==> src/bcf_pkg.sv <==
package bcf_pkg;
  localparam int unsigned BCF_DATA_W     = 64;
  localparam int unsigned BCF_BLOCK_W    = 66;
  localparam int unsigned BCF_SH_W       = 2;
  localparam int unsigned BCF_OCTET_W    = 8;
  localparam int unsigned BCF_MB_BLOCKS  = 32;
  localparam int unsigned BCF_IDX_W      = 5;
  localparam int unsigned BCF_E_COUNT    = 1;
  localparam int unsigned BCF_CRC_W      = 12;
  localparam int unsigned BCF_FEC_W      = 26;
  localparam logic [4:0]  BCF_LAST_IDX   = 5'h1f;
  localparam logic [4:0]  BCF_FIRST_IDX  = 5'h00;
  localparam logic [11:0] BCF_CRC_TAPS   = 12'h30f;
  localparam logic [25:0] BCF_FEC_TAPS   = 26'h0220211;
  localparam logic [11:0] BCF_CRC_RESET  = 12'h000;
  localparam logic [25:0] BCF_FEC_RESET  = 26'h0000000;
  localparam int unsigned BCF_POS_EXT_MULTIBLOCK_END_BIT  = 22;
  localparam int unsigned BCF_POS_PILOT1 = 31;
  localparam logic [31:0] BCF_CRC_ONES   = 32'h80a88888;
  localparam logic [31:0] BCF_FEC_ONES   = 32'h80400000;
  localparam logic [31:0] BCF_PILOT      = 32'h80000000;
  localparam logic [31:0] BCF_ALL_ZERO   = 32'h00000000;
endpackage

==> src/bcf_link_framer.sv <==
`timescale 1ns/10ps
module bcf_link_framer
  import bcf_pkg::*;
(
  input  wire logic                   clock_i,
  input  wire logic                   rst_n_i,
  input  wire logic                   sysref_i,
  input  wire logic                   fec_mode_i,
  input  wire logic [BCF_DATA_W-1:0]  block_data_i,
  input  wire logic                   block_valid_i,
  output logic      [BCF_BLOCK_W-1:0] block_o,
  output logic                        block_valid_o,
  output logic      [BCF_IDX_W-1:0]   block_index_o,
  output logic                        local_ext_multiblock_clock_o
);
  logic                   sysref_meta;
  logic                   sysref_sync;
  logic                   sysref_prev;
  logic                   sysref_rise;
  logic [BCF_IDX_W-1:0]   blk_count;
  logic [BCF_IDX_W-1:0]   next_blk_count;
  logic [BCF_IDX_W-1:0]   cur_idx;
  logic [BCF_CRC_W-1:0]   crc_held;
  logic [BCF_CRC_W-1:0]   next_crc_held;
  logic [BCF_FEC_W-1:0]   fec_held;
  logic [BCF_FEC_W-1:0]   next_fec_held;
  logic [BCF_CRC_W-1:0]   crc_next;
  logic [BCF_FEC_W-1:0]   fec_next;
  logic [BCF_DATA_W-1:0]  line_bits;
  logic [31:0]            stream_word;
  logic                   stream_bit;
  logic                   mb_first;
  logic                   mb_last;
  logic [BCF_BLOCK_W-1:0] next_block;
  logic                   next_block_valid;
  logic [BCF_IDX_W-1:0]   next_block_index;
  logic                   next_local_ext_multiblock_clock;
  logic                   next_sysref_meta;
  logic                   next_sysref_sync;
  logic                   next_sysref_prev;
  logic [31:0]            crc_word;
  logic [31:0]            fec_word;
  logic                   mode_hold;
  logic                   next_mode_hold;
  logic                   mb_mode;
  logic [1:0]             block_header;

  // Pin input, two flops before use; the third only feeds the edge detector
  always_comb begin
    next_sysref_meta = sysref_i;
    next_sysref_sync = sysref_meta;
    next_sysref_prev = sysref_sync;
  end

  always_ff @(posedge clock_i or negedge rst_n_i) begin
    if (!rst_n_i) begin
      sysref_meta <= 1'b0;
      sysref_sync <= 1'b0;
      sysref_prev <= 1'b0;
    end else begin
      sysref_meta <= next_sysref_meta;
      sysref_sync <= next_sysref_sync;
      sysref_prev <= next_sysref_prev;
    end
  end

  assign sysref_rise = sysref_sync & ~sysref_prev;

  // A SYSREF rising edge makes the block of this cycle block 0
  assign cur_idx  = sysref_rise ? BCF_FIRST_IDX : blk_count;
  assign mb_first = (cur_idx == BCF_FIRST_IDX);
  assign mb_last  = (cur_idx == BCF_LAST_IDX);

  // Line order: octet 0 first, each octet MSB first
  for (genvar o = 0; o < BCF_DATA_W / BCF_OCTET_W; o++) begin : g_octet
    for (genvar b = 0; b < BCF_OCTET_W; b++) begin : g_bit
      assign line_bits[o * BCF_OCTET_W + b] =
        block_data_i[o * BCF_OCTET_W + BCF_OCTET_W - 1 - b];
    end
  end

  bcf_parity_gen #(
    .WIDTH (BCF_CRC_W),
    .TAPS  (BCF_CRC_TAPS)
  ) u_crc (
    .clock_i      (clock_i),
    .rst_n_i      (rst_n_i),
    .valid_i      (block_valid_i),
    .first_i      (mb_first),
    .line_bits_i  (line_bits),
    .next_state_o (crc_next)
  );

  bcf_parity_gen #(
    .WIDTH (BCF_FEC_W),
    .TAPS  (BCF_FEC_TAPS)
  ) u_fec (
    .clock_i      (clock_i),
    .rst_n_i      (rst_n_i),
    .valid_i      (block_valid_i),
    .first_i      (mb_first),
    .line_bits_i  (line_bits),
    .next_state_o (fec_next)
  );

  // CRC layout by position; parity MSB first, command word zero
  always_comb begin
    crc_word     = BCF_ALL_ZERO;
    crc_word[0]  = crc_held[11];
    crc_word[1]  = crc_held[10];
    crc_word[2]  = crc_held[9];
    crc_word[3]  = 1'b1;

    crc_word[4]  = crc_held[8];
    crc_word[5]  = crc_held[7];
    crc_word[6]  = crc_held[6];
    crc_word[7]  = 1'b1;

    crc_word[8]  = crc_held[5];
    crc_word[9]  = crc_held[4];
    crc_word[10] = crc_held[3];
    crc_word[11] = 1'b1;

    crc_word[12] = crc_held[2];
    crc_word[13] = crc_held[1];
    crc_word[14] = crc_held[0];
    crc_word[15] = 1'b1;

    crc_word[16] = 1'b0;
    crc_word[17] = 1'b0;
    crc_word[18] = 1'b0;
    crc_word[19] = 1'b1;

    crc_word[20] = 1'b0;
    crc_word[21] = 1'b1;
    crc_word[BCF_POS_EXT_MULTIBLOCK_END_BIT] = (BCF_E_COUNT == 1);
    crc_word[23] = 1'b1;

    crc_word[24] = 1'b0;
    crc_word[25] = 1'b0;
    crc_word[26] = 1'b0;
    crc_word[27] = 1'b0;

    crc_word[28] = 1'b0;
    crc_word[29] = 1'b0;
    crc_word[30] = 1'b0;
    crc_word[BCF_POS_PILOT1] = 1'b1;
  end

  // FEC layout by position; parity MSB first
  always_comb begin
    fec_word     = BCF_ALL_ZERO;
    fec_word[0]  = fec_held[25];
    fec_word[1]  = fec_held[24];
    fec_word[2]  = fec_held[23];
    fec_word[3]  = fec_held[22];

    fec_word[4]  = fec_held[21];
    fec_word[5]  = fec_held[20];
    fec_word[6]  = fec_held[19];
    fec_word[7]  = fec_held[18];

    fec_word[8]  = fec_held[17];
    fec_word[9]  = fec_held[16];
    fec_word[10] = fec_held[15];
    fec_word[11] = fec_held[14];

    fec_word[12] = fec_held[13];
    fec_word[13] = fec_held[12];
    fec_word[14] = fec_held[11];
    fec_word[15] = fec_held[10];

    fec_word[16] = fec_held[9];
    fec_word[17] = fec_held[8];
    fec_word[18] = fec_held[7];
    fec_word[19] = fec_held[6];

    fec_word[20] = fec_held[5];
    fec_word[21] = fec_held[4];
    fec_word[BCF_POS_EXT_MULTIBLOCK_END_BIT] = (BCF_E_COUNT == 1);
    fec_word[23] = fec_held[3];

    fec_word[24] = fec_held[2];
    fec_word[25] = fec_held[1];
    fec_word[26] = fec_held[0];
    fec_word[27] = 1'b0;

    fec_word[28] = 1'b0;
    fec_word[29] = 1'b0;
    fec_word[30] = 1'b0;
    fec_word[BCF_POS_PILOT1] = 1'b1;
  end

  // Mode taken at block 0, so one stream word never mixes both layouts
  assign mb_mode     = mb_first ? fec_mode_i : mode_hold;
  assign stream_word = mb_mode ? fec_word : crc_word;
  assign stream_bit  = stream_word[cur_idx];

  always_comb begin
    next_blk_count = cur_idx;
    if (block_valid_i) begin
      next_blk_count = cur_idx + 5'h01;
    end
  end

  always_ff @(posedge clock_i or negedge rst_n_i) begin
    if (!rst_n_i) begin
      blk_count <= BCF_FIRST_IDX;
    end else begin
      blk_count <= next_blk_count;
    end
  end

  always_comb begin
    next_mode_hold = mode_hold;
    if (block_valid_i && mb_first) begin
      next_mode_hold = fec_mode_i;
    end
  end

  always_ff @(posedge clock_i or negedge rst_n_i) begin
    if (!rst_n_i) begin
      mode_hold <= 1'b0;
    end else begin
      mode_hold <= next_mode_hold;
    end
  end

  // Parity of this multiblock goes out in the next one
  always_comb begin
    next_crc_held = crc_held;
    next_fec_held = fec_held;
    if (block_valid_i && mb_last) begin
      next_crc_held = crc_next;
      next_fec_held = fec_next;
    end
  end

  always_ff @(posedge clock_i or negedge rst_n_i) begin
    if (!rst_n_i) begin
      crc_held <= BCF_CRC_RESET;
      fec_held <= BCF_FEC_RESET;
    end else begin
      crc_held <= next_crc_held;
      fec_held <= next_fec_held;
    end
  end

  // Header bit 1 is the stream bit, bit 0 its complement
  assign block_header[1] = stream_bit;
  assign block_header[0] = ~stream_bit;

  always_comb begin
    next_block       = block_o;
    next_block_valid = block_valid_i;
    next_block_index = block_index_o;
    next_local_ext_multiblock_clock        = 1'b0;
    if (block_valid_i) begin
      next_block       = {line_bits, block_header};
      next_block_index = cur_idx;
      next_local_ext_multiblock_clock        = mb_last;
    end
  end

  always_ff @(posedge clock_i or negedge rst_n_i) begin
    if (!rst_n_i) begin
      block_o       <= '0;
      block_valid_o <= 1'b0;
      block_index_o <= BCF_FIRST_IDX;
      local_ext_multiblock_clock_o        <= 1'b0;
    end else begin
      block_o       <= next_block;
      block_valid_o <= next_block_valid;
      block_index_o <= next_block_index;
      local_ext_multiblock_clock_o        <= next_local_ext_multiblock_clock;
    end
  end
endmodule

==> src/bcf_parity_gen.sv <==
`timescale 1ns/10ps
module bcf_parity_gen
  import bcf_pkg::*;
#(
  parameter int unsigned     WIDTH = BCF_CRC_W,
  parameter logic [WIDTH-1:0] TAPS  = BCF_CRC_TAPS[WIDTH-1:0]
) (
  input  wire logic                  clock_i,
  input  wire logic                  rst_n_i,
  input  wire logic                  valid_i,
  input  wire logic                  first_i,
  input  wire logic [BCF_DATA_W-1:0] line_bits_i,
  output logic      [WIDTH-1:0]      next_state_o
);
  logic [WIDTH-1:0] state;
  logic [WIDTH-1:0] next_state;
  logic [WIDTH-1:0] run;
  logic             fb;

  always_comb begin
    run = first_i ? '0 : state;
    fb  = 1'b0;
    for (int i = 0; i < BCF_DATA_W; i++) begin
      // Line bit 0 enters first
      fb  = line_bits_i[i] ^ run[WIDTH-1];
      run = {run[WIDTH-2:0], 1'b0} ^ (fb ? TAPS : '0);
    end
    next_state_o = run;
    next_state   = valid_i ? run : state;
  end

  always_ff @(posedge clock_i or negedge rst_n_i) begin
    if (!rst_n_i) begin
      state <= '0;
    end else begin
      state <= next_state;
    end
  end
endmodule

==> config.mk <==
export PLATFORM = sky130hd
export DESIGN_NAME = bcf_link_framer
export DESIGN_NICKNAME = d
export VERILOG_FILES = /design/src/bcf_pkg.sv /design/src/bcf_link_framer.sv /design/src/bcf_parity_gen.sv
export SDC_FILE = /design/constraint.sdc
export NUM_CORES = 1
export LEC_CHECK = 0
export ABC_AREA = 1
export BUFFER_PORTS_ARGS = -buffer_cell sky130_fd_sc_hd__buf_2
export CAP_MARGIN = 20
export CORE_UTILIZATION = 45
export CTS_CLUSTER_SIZE = 24
export DETAILED_ROUTE_END_ITERATION = 16
export GPL_TIMING_DRIVEN = 0
export PLACE_DENSITY = 0.71
export SYNTH_ARGS = -nofsm -noshare
export SYNTH_HDL_FRONTEND = slang
export SYNTH_SLANG_ARGS = --single-unit
==> constraint.sdc <==
create_clock -name clock_i -period 19.79 [get_ports clock_i]
set_clock_uncertainty 0.2 [all_clocks]
set_input_delay 3.958 -clock clock_i [delete_from_list [all_inputs] [get_ports clock_i]]
set_output_delay 3.958 -clock clock_i [all_outputs]
set_load 0.03 [all_outputs]
==> flow_metrics.tcl, run 1 <==
set metrics [dict create \
    status "completed" \
    final_cell_mix "nand2_1, xor2_1, nand3_1" \
    ys_ff_latch 158 \
    cts_hold_buf 0 \
    yosysSeqAreaShare_pct 27.5 \
    grt_pass1_vias 12416 \
    nNetsFinal 2164 \
    root_buffer "clkbuf_16" \
    crit_path_max_fanout 6 \
    endpoint "u_crc.state[10]$_DFFE_PN0P_" \
    vias_per_cell 5.17 \
    gp_congestion 0.912 \
    r2r-start "sysref_prev$_DFF_PN0_" \
    tightest_slew_ps 712 \
    wl_per_cell_microns 16.5 \
    path_clk_slew_ps 70 \
    reg2regPathDepth 78 \
    finalWorstPathRequiredPeriod_ps 11980 \
    slew_violations 0 \
    finalWirelength_microns 41400 \
    die_x_microns 181 \
    fmax_mhz 83.4 \
    drc 0 \
    arrival_ps 12170 \
    die_area_sq_um 32600 \
    ctsResizeCount 0 \
    end_kind "register" \
    hold_viol_final 0 \
    syn-instance-count 1930 \
    h-tree-depth 4 \
    area.sequential_sq_um 3950 \
    tritoncts "yes" \
    max_slew_margin_pct 52.5 \
    clk_path_buf_depth 2 \
    crit_slowest_cell "xor2_1" \
    rsz0062_at_grt "no" \
    slowest_delay_ps 400 \
    syn_avg_cell_area_sq_um 7.44 \
    setup_viol 0 \
    rows 65 \
    worst_r2r_endpoint "u_crc.state[10]$_DFFE_PN0P_" \
    required_ps 19980 \
    numPortBuffers 141 \
    drt_iter0_drc 1158 \
    min_period_over_period_pct 60.6 \
    crit_path_start_kind "input port" \
    fp.coreArea_sq_um 31500 \
    cts_made_buffers 17 \
    diodes 0 \
    r2r_slack_ps 9780 \
    crit_top_cell "nand2_1" \
    synthesis.area_sq_um 14400 \
    criticalPathCategory "input port to register" \
    drt_pre_antenna_iters 5 \
    mostFrequentLayoutCell "nand2_1" \
    num-fill-cells 2988 \
    grt_use_total_pct 25.8 \
    synth_cell_types 41 \
    dpl.hpwl_microns 33600 \
    ios 142 \
    grt_remaining_overflow 0 \
    crit_start "block_data_i[5]" \
    cts.sinks 158 \
    antenna_found_initial 0 \
    syn2layout_area_growth_pct 12.8 \
    ant_nets 0 \
    die_h_microns 181 \
    yosys_warnings 0 \
    clk_latency_ps 450 \
    hold_class "register to register" \
    grt_pass1_wl_microns 66200 \
    finalSetupTns_ps 0 \
    drv_cap 0 \
    initial_core_util_pct 45.7 \
    vias 12949 \
    drive_gt1_share_pct 21.8 \
    multiInputGateArea_sq_um 9490 \
    syn_nets 2002 \
    post_cts_buffers 0 \
    grt_max_degree 92 \
]
cell usage after synthesis, drive strengths merged:
master	count	share of area [%]
a21oi	8	0.28
a311oi	1	0.061
a31oi	3	0.13
buf	4	0.40
clkbuf	36	1.3
clkinv	2	0.052
dfrtp	158	28
ha	3	0.26
inv	178	4.7
nand2	777	25
nand3	267	12
nand3b	9	0.52
nand4	4	0.17
nor2	15	0.39
nor3	1	0.035
nor3b	2	0.10
o211ai	3	0.16
o21a	1	0.052
o21ai	112	4.0
o22ai	2	0.087
o311ai	1	0.061
or2	3	0.13
xnor2	86	5.6
xnor3	1	0.18
xor2	253	17
kinds of logic (layout without fill, tap and decap cells):
logic type | Yosys count | in the layout | synth area share (%)
AND/OR/NAND/NOR | 1078 | 1078 | 38.3
flip-flops | 158 | 158 | 27.5
adder cells (fa/ha/maj) | 3 | 3 | 0.261
AO/OA/AOI/OAI | 131 | 131 | 4.81
buffers and inverters | 220 | 395 | 6.46
XOR/XNOR | 340 | 340 | 22.7
metal layers:
| layer | wire (microns) | track usage [%] | up-vias |
|---|---|---|---|
| met5 | 0 | 0 | - |
| li1 | - | - | 6367 |
| met4 | 1150 | 8.51 | 0 |
| met1 | 18800 | 34.9 | 6099 |
| met2 | 19600 | 42.8 | 418 |
| met3 | 1930 | 3.20 | 65 |
layout make-up:
type | count | area share [%]
Buffer | 40 | 1.50
Clock buffer | 19 | 2.73
Clock inverter | 13 | 0.795
Inverter | 180 | 4.23
Multi-Input combinational cell | 1552 | 58.6
Sequential cell | 158 | 24.4
Tap cell | 402 | 3.10
Timing Repair Buffer | 143 | 4.68
metrics by stage:
step | worst slack, ps | cell area (sq um) | utilization (%) | hold slack [ps] | cells
after floorplan | 9090 | 14400 | - | 131 | 1930
after global placement | 7810 | 15600 | 49.5 | 149 | 2473
after detailed placement | 7560 | 15600 | 49.7 | 136 | 2475
after CTS | 7980 | 16200 | 51.5 | 165 | 2507
after global routing | 6900 | 16200 | 51.5 | 169 | 2507
final | 7810 | 16200 | 51.5 | 159 | 2507
worst max-delay path, delay by kind of cell:
kind,cells,cell delay (ps)
AND/OR/NAND/NOR,63,6990
XOR/XNOR,3,830
buffers and inverters,4,330
how the worst min path moves through the flow:
stage                               startpoint                          to  slack (ps)  depth (start not counted)
floorplan           next_sysref_sync$_DFF_PN0_  next_sysref_prev$_DFF_PN0_         130                          0
global placement    next_sysref_sync$_DFF_PN0_  next_sysref_prev$_DFF_PN0_         150                          0
detailed placement  next_sysref_sync$_DFF_PN0_  next_sysref_prev$_DFF_PN0_         140                          0
CTS                 next_sysref_sync$_DFF_PN0_  next_sysref_prev$_DFF_PN0_         170                          0
global route        next_sysref_sync$_DFF_PN0_  next_sysref_prev$_DFF_PN0_         170                          0
finish              next_sysref_sync$_DFF_PN0_  next_sysref_prev$_DFF_PN0_         160                          0
registers in the layout, indices dropped and copies added, names as in the netlist:
register                      count
fec_held                         26
local_ext_multiblock_clock_o      1
block_valid_o                     1
block_o                          66
mode_hold                         1
next_sysref_sync                  1
next_sysref_prev                  1
block_index_o                     5
u_crc.state                      12
sysref_prev                       1
crc_held                         12
u_fec.state                      26
blk_count                         5
Power of run 1 is not shown: default switching activity piles up to over one toggle a cycle in this logic, so the estimate is an artifact.
==> run 2, diff against run 1 <==
- PLACE_DENSITY: 0.71 -> 0.74
- clock period: 19.79 -> 10.23 ns (I/O delays scaled with it)
==> flow_metrics.tcl, run 2 (synthesis gave the netlist of run 1 again) <==
set metrics [dict create \
    multiInputGateArea_sq_um 10000 \
    root_buffer "clkbuf_16" \
    cts_made_buffers 17 \
    cts.sinks 158 \
    busiest_layer "met2" \
    grt_remaining_overflow 0 \
    drive_gt1_share_pct 27.5 \
    fmax_mhz 103 \
    vias_per_cell 5.28 \
    finalWorstPathRequiredPeriod_ps 9680 \
    syn2layout_area_growth_pct 18.8 \
    setup_ws_ps 549 \
    crit_slowest_cell "xor2_2" \
    reg2regPathDepth 78 \
    criticalPathCategory "input port to register" \
    use_met2_pct 43.2 \
    dpl.hpwl_microns 33500 \
    ant_nets 0 \
    grt_use_total_pct 25.5 \
    gp_congestion 0.952 \
    min_path_cells 0 \
    wl_per_cell_microns 16.7 \
    required_ps 10370 \
    r2r_slack_ps 740 \
    num-fill-cells 2907 \
    die_area_sq_um 32600 \
    drc 0 \
    slew_violations 0 \
    grtUsageMet3_pct 2.70 \
    max_slew_margin_pct 49.1 \
    hold_viol_final 0 \
    drt_pre_antenna_iters 7 \
    arrival_ps 9820 \
    tightest_slew_ps 763 \
    regMostFlops "block_o" \
    min_period_over_period_pct 94.6 \
    finalWirelength_microns 42500 \
    cts_hold_buf 0 \
    die_x_microns 181 \
    crit_path_start_kind "input port" \
    end_kind "register" \
    setup_viol 0 \
    final_cell_mix "nand2_1, xor2_1, nand3_1" \
    largest_reg_flops 66 \
    grt_pass1_wl_microns 65700 \
    rows 65 \
    die_h_microns 181 \
    mostFrequentLayoutCell "nand2_1" \
    numPortBuffers 141 \
    initial_core_util_pct 45.7 \
    hold_class "register to register" \
    grt_max_degree 111 \
    fp.coreArea_sq_um 31500 \
    ios 142 \
    use_met1_pct 33.6 \
    drv_cap 0 \
    nNetsFinal 2200 \
    vias 13426 \
    tritoncts "yes" \
    path_clk_slew_ps 70 \
    place_ws_ps -96.4 \
    status "completed" \
    antenna_found_initial 0 \
    crit_path_max_fanout 7 \
    reg_top3 "block_o: 66 flops, fec_held: 26 flops, u_fec.state: 26 flops" \
    grt_pass1_vias 12503 \
    clk_latency_ps 450 \
    slowest_delay_ps 310 \
    h-tree-depth 4 \
    clk_path_buf_depth 2 \
    diodes 0 \
    drt_iter0_drc 1085 \
    area.sequential_sq_um 3950 \
]
## run 2: through the flow
stage / util (%) / hold slack (ps) / std cells / cell area (sq um) / setup TNS, ps
after floorplan: - / 131 / 1930 / 14400 / 0
after global placement: 49.5 / 154 / 2473 / 15600 / 0
after detailed placement: 49.7 / 147 / 2475 / 15600 / -628
after CTS: 51.6 / 173 / 2507 / 16200 / 0
after global routing: 54.2 / 192 / 2543 / 17100 / -1200
final: 54.2 / 168 / 2543 / 17100 / 0
## run 2: routing by layer
| metal | part of all wire, % | vias up |
|---|---|---|
| met5 | 0 | - |
| met4 | 3.7 | 0 |
| met3 | 6.0 | 108 |
| met2 | 48 | 497 |
| met1 | 42 | 6349 |
| li1 | - | 6472 |
## run 2: cell type report
type,instances,area share [%]
multi-input combinational,1552,58.8
sequential,158,23.2
timing repair buffer,180,6.14
inverter,180,4.02
tap,402,2.95
clock buffer,17,2.49
buffer,39,1.40
clock inverter,15,1.00
## run 2: critical path: cells and delay by family
family,cells,cell delay (ps)
and+or+nand+nor,60,5920
xor gates and xnor gates,5,1100
buffers and inverters,7,740
## run 2: path summary, 6_finish.rpt
check	start	to
setup reg to reg	sysref_prev$_DFF_PN0_	crc_held[9]$_DFFE_PN0P_
hold / removal	next_sysref_sync$_DFF_PN0_	next_sysref_prev$_DFF_PN0_
min in group asynchronous	rst_n_i	block_o[10]$_DFFE_PN0P_
max in group asynchronous	rst_n_i	block_o[52]$_DFFE_PN0P_
setup / recovery	block_data_i[7]	crc_held[9]$_DFFE_PN0P_
hold reg to reg	next_sysref_sync$_DFF_PN0_	next_sysref_prev$_DFF_PN0_
## run 2: timing repair
item | 4_1_cts | 5_1_grt
gates resized for setup | 0 | 123
buffers inserted | 0 | 37
endpoints found under the setup margin | 0 | 24
Power of run 2 is left out for the same reason.
==> run 3, diff against run 2 <==
- ABC_AREA: 1 -> unset
- CORE_MARGIN: unset -> 5
==> flow_metrics.tcl, run 3 <==
set metrics [dict create \
    grt_remaining_overflow 0 \
    syn_avg_cell_area_sq_um 12.5 \
    synth_edf_count 0 \
    criticalPathCategory "input port to register" \
    ios 142 \
    dpl.hpwl_microns 30600 \
    end_kind "register" \
    h-tree-depth 4 \
    synthTopCellsByCount "xnor2_1, dfrtp_1, xor2_1, xnor3_1, mux2_2" \
    clk_latency_ps 450 \
    synth_cell_types 50 \
    final_cell_mix "xnor2_1, dfrtp_1, buf_2" \
    fmax_mhz 115 \
    setup_viol 0 \
    r2r_slack_ps 2240 \
    required_ps 10410 \
    vias 8937 \
    grt_pass1_wl_microns 57200 \
    grt_max_degree 117 \
    antenna_found_initial 1 \
    hold_viol_final 0 \
    synthesis.area_sq_um 13900 \
    finalSetupTns_ps 0 \
    drt_iter0_drc 706 \
    path_clk_slew_ps 70 \
    routed-wl-met2_microns 18200 \
    wl_met1_microns 16200 \
    cts_hold_buf 0 \
    ys_ff_latch 158 \
    post_cts_buffers 0 \
    mostFrequentLayoutCell "xnor2_1" \
    tightest_slew_ps 931 \
    syn2layout_area_growth_pct 12.7 \
    min_period_over_period_pct 84.9 \
    gp_congestion 0.947 \
    initial_core_util_pct 45.5 \
    crit_path_start_kind "input port" \
    clk_path_buf_depth 2 \
    drc 0 \
    synth_top_area_share_pct 28.4 \
    syn_nets 1186 \
    die_x_microns 186 \
    cts_made_buffers 17 \
    status "completed" \
    crit_path_max_fanout 5 \
    die_h_microns 186 \
    finalWirelength_microns 37700 \
    ctsResizeCount 0 \
    slew_violations 0 \
    rsz0062_at_grt "no" \
    routed.top_layer "met5" \
    grt_use_total_pct 22.4 \
    hold_class "register to register" \
    vias_per_cell 5.35 \
    netlist.top_cell.by_area "dfrtp_1" \
    reg2regPathDepth 20 \
    tritoncts "yes" \
    wl_per_cell_microns 22.6 \
    fp.coreArea_sq_um 30600 \
    nNetsFinal 1333 \
    cts.sinks 158 \
    synth_ff_type "dfrtp_1" \
    largest_reg_flops 66 \
    regMostFlops "block_o" \
    drv_cap 0 \
    root_buffer "clkbuf_16" \
    syn-instance-count 1114 \
    finalWorstPathRequiredPeriod_ps 8690 \
    arrival_ps 8870 \
    yosysMostFrequentCell "xnor2_1" \
    yosys_warnings 0 \
    drt_pre_antenna_iters 5 \
    drive_gt1_share_pct 26.1 \
    reg_top3 "block_o: 66 flops, fec_held: 26 flops, u_fec.state: 26 flops" \
    rows 64 \
    met3_length_microns 2230 \
    min_path_cells 0 \
    max_slew_margin_pct 37.9 \
    synthArstFlopShare_pct 100 \
    numPortBuffers 126 \
    ant_nets 0 \
    grt_pass1_vias 9384 \
    post-route-util_pct 51.3 \
    die_area_sq_um 34600 \
    netlist_top_cells_area "dfrtp_1, xnor3_1, xnor2_1, mux2_2, xor2_1" \
    yosysSeqAreaShare_pct 28.4 \
]
## run 3: changes by cell type in the layout (fill, tap and decap cells not counted), sizes merged, moves of 13 or more
cell,previous run,this run
buf,184,153
inv,185,21
mux2,0,114
nand2,777,58
nand3,267,4
nor2,15,39
o21ai,112,24
xnor2,86,313
xnor3,1,129
xor2,253,131
xor3,0,13
## run 3: stage by stage
stage | instances | cell area [sq um] | hold WS, ps | setup WS [ps]
after floorplan | 1114 | 13900 | 131 | 2130
after global placement | 1636 | 15100 | 155 | 1270
after detailed placement | 1638 | 15100 | 164 | 1190
after CTS | 1670 | 15700 | 184 | 1630
after global routing | 1671 | 15700 | 202 | 1340
final | 1671 | 15700 | 182 | 1540
## run 3: path summary, 6_finish.rpt
kind,startpoint,to
max in group asynchronous,rst_n_i,block_o[46]$_DFFE_PN0P_
setup reg to reg,next_sysref_prev$_DFF_PN0_,crc_held[6]$_DFFE_PN0P_
hold reg to reg,next_sysref_sync$_DFF_PN0_,next_sysref_prev$_DFF_PN0_
setup / recovery,block_data_i[11],crc_held[6]$_DFFE_PN0P_
min in group asynchronous,rst_n_i,block_valid_o$_DFF_PN0_
hold / removal,next_sysref_sync$_DFF_PN0_,next_sysref_prev$_DFF_PN0_
## run 3: kinds of logic after synthesis
| kind of cell | count (synthesis) | synth area share (%) |
|---|---|---|
| buf+inv | 65 | 2.08 |
| compound gates | 56 | 2.32 |
| flops | 158 | 28.4 |
| xor+xnor | 586 | 52.8 |
| simple gates | 121 | 3.73 |
| fa+ha+maj | 3 | 0.270 |
| mux | 125 | 10.4 |
## run 3: area by class of cell
cell class	instances	area [sq um]
clock inverter	15	166
antenna	1	2.50
timing repair buffer	128	673
multi-input combinational	891	9680
tap	396	495
buffer	53	245
inverter	12	45.0
clock buffer	17	425
sequential	158	3950
fill	2695	14900
## run 3: worst max-delay path, stage by stage
cell	delay [ps]
clkbuf_1	240
xnor2_1	470
xnor3_1	320
xnor2_2	180
xnor2_1	550
xor3_1	510
xnor3_2	480
xnor2_1	330
xnor3_1	570
xor2_2	410
xnor3_1	510
xnor3_1	390
xor2_1	360
xnor3_1	640
xnor2_1	590
mux2_2	270
## run 3: metal layers
layer  vias to the layer above  GRT usage (%)
li1                       4003              -
met1                      4554           30.3
met2                       319           36.9
met3                        59           3.93
met4                         2           6.94
met5                         -           1.00
Power of run 3 is left out for the same reason.
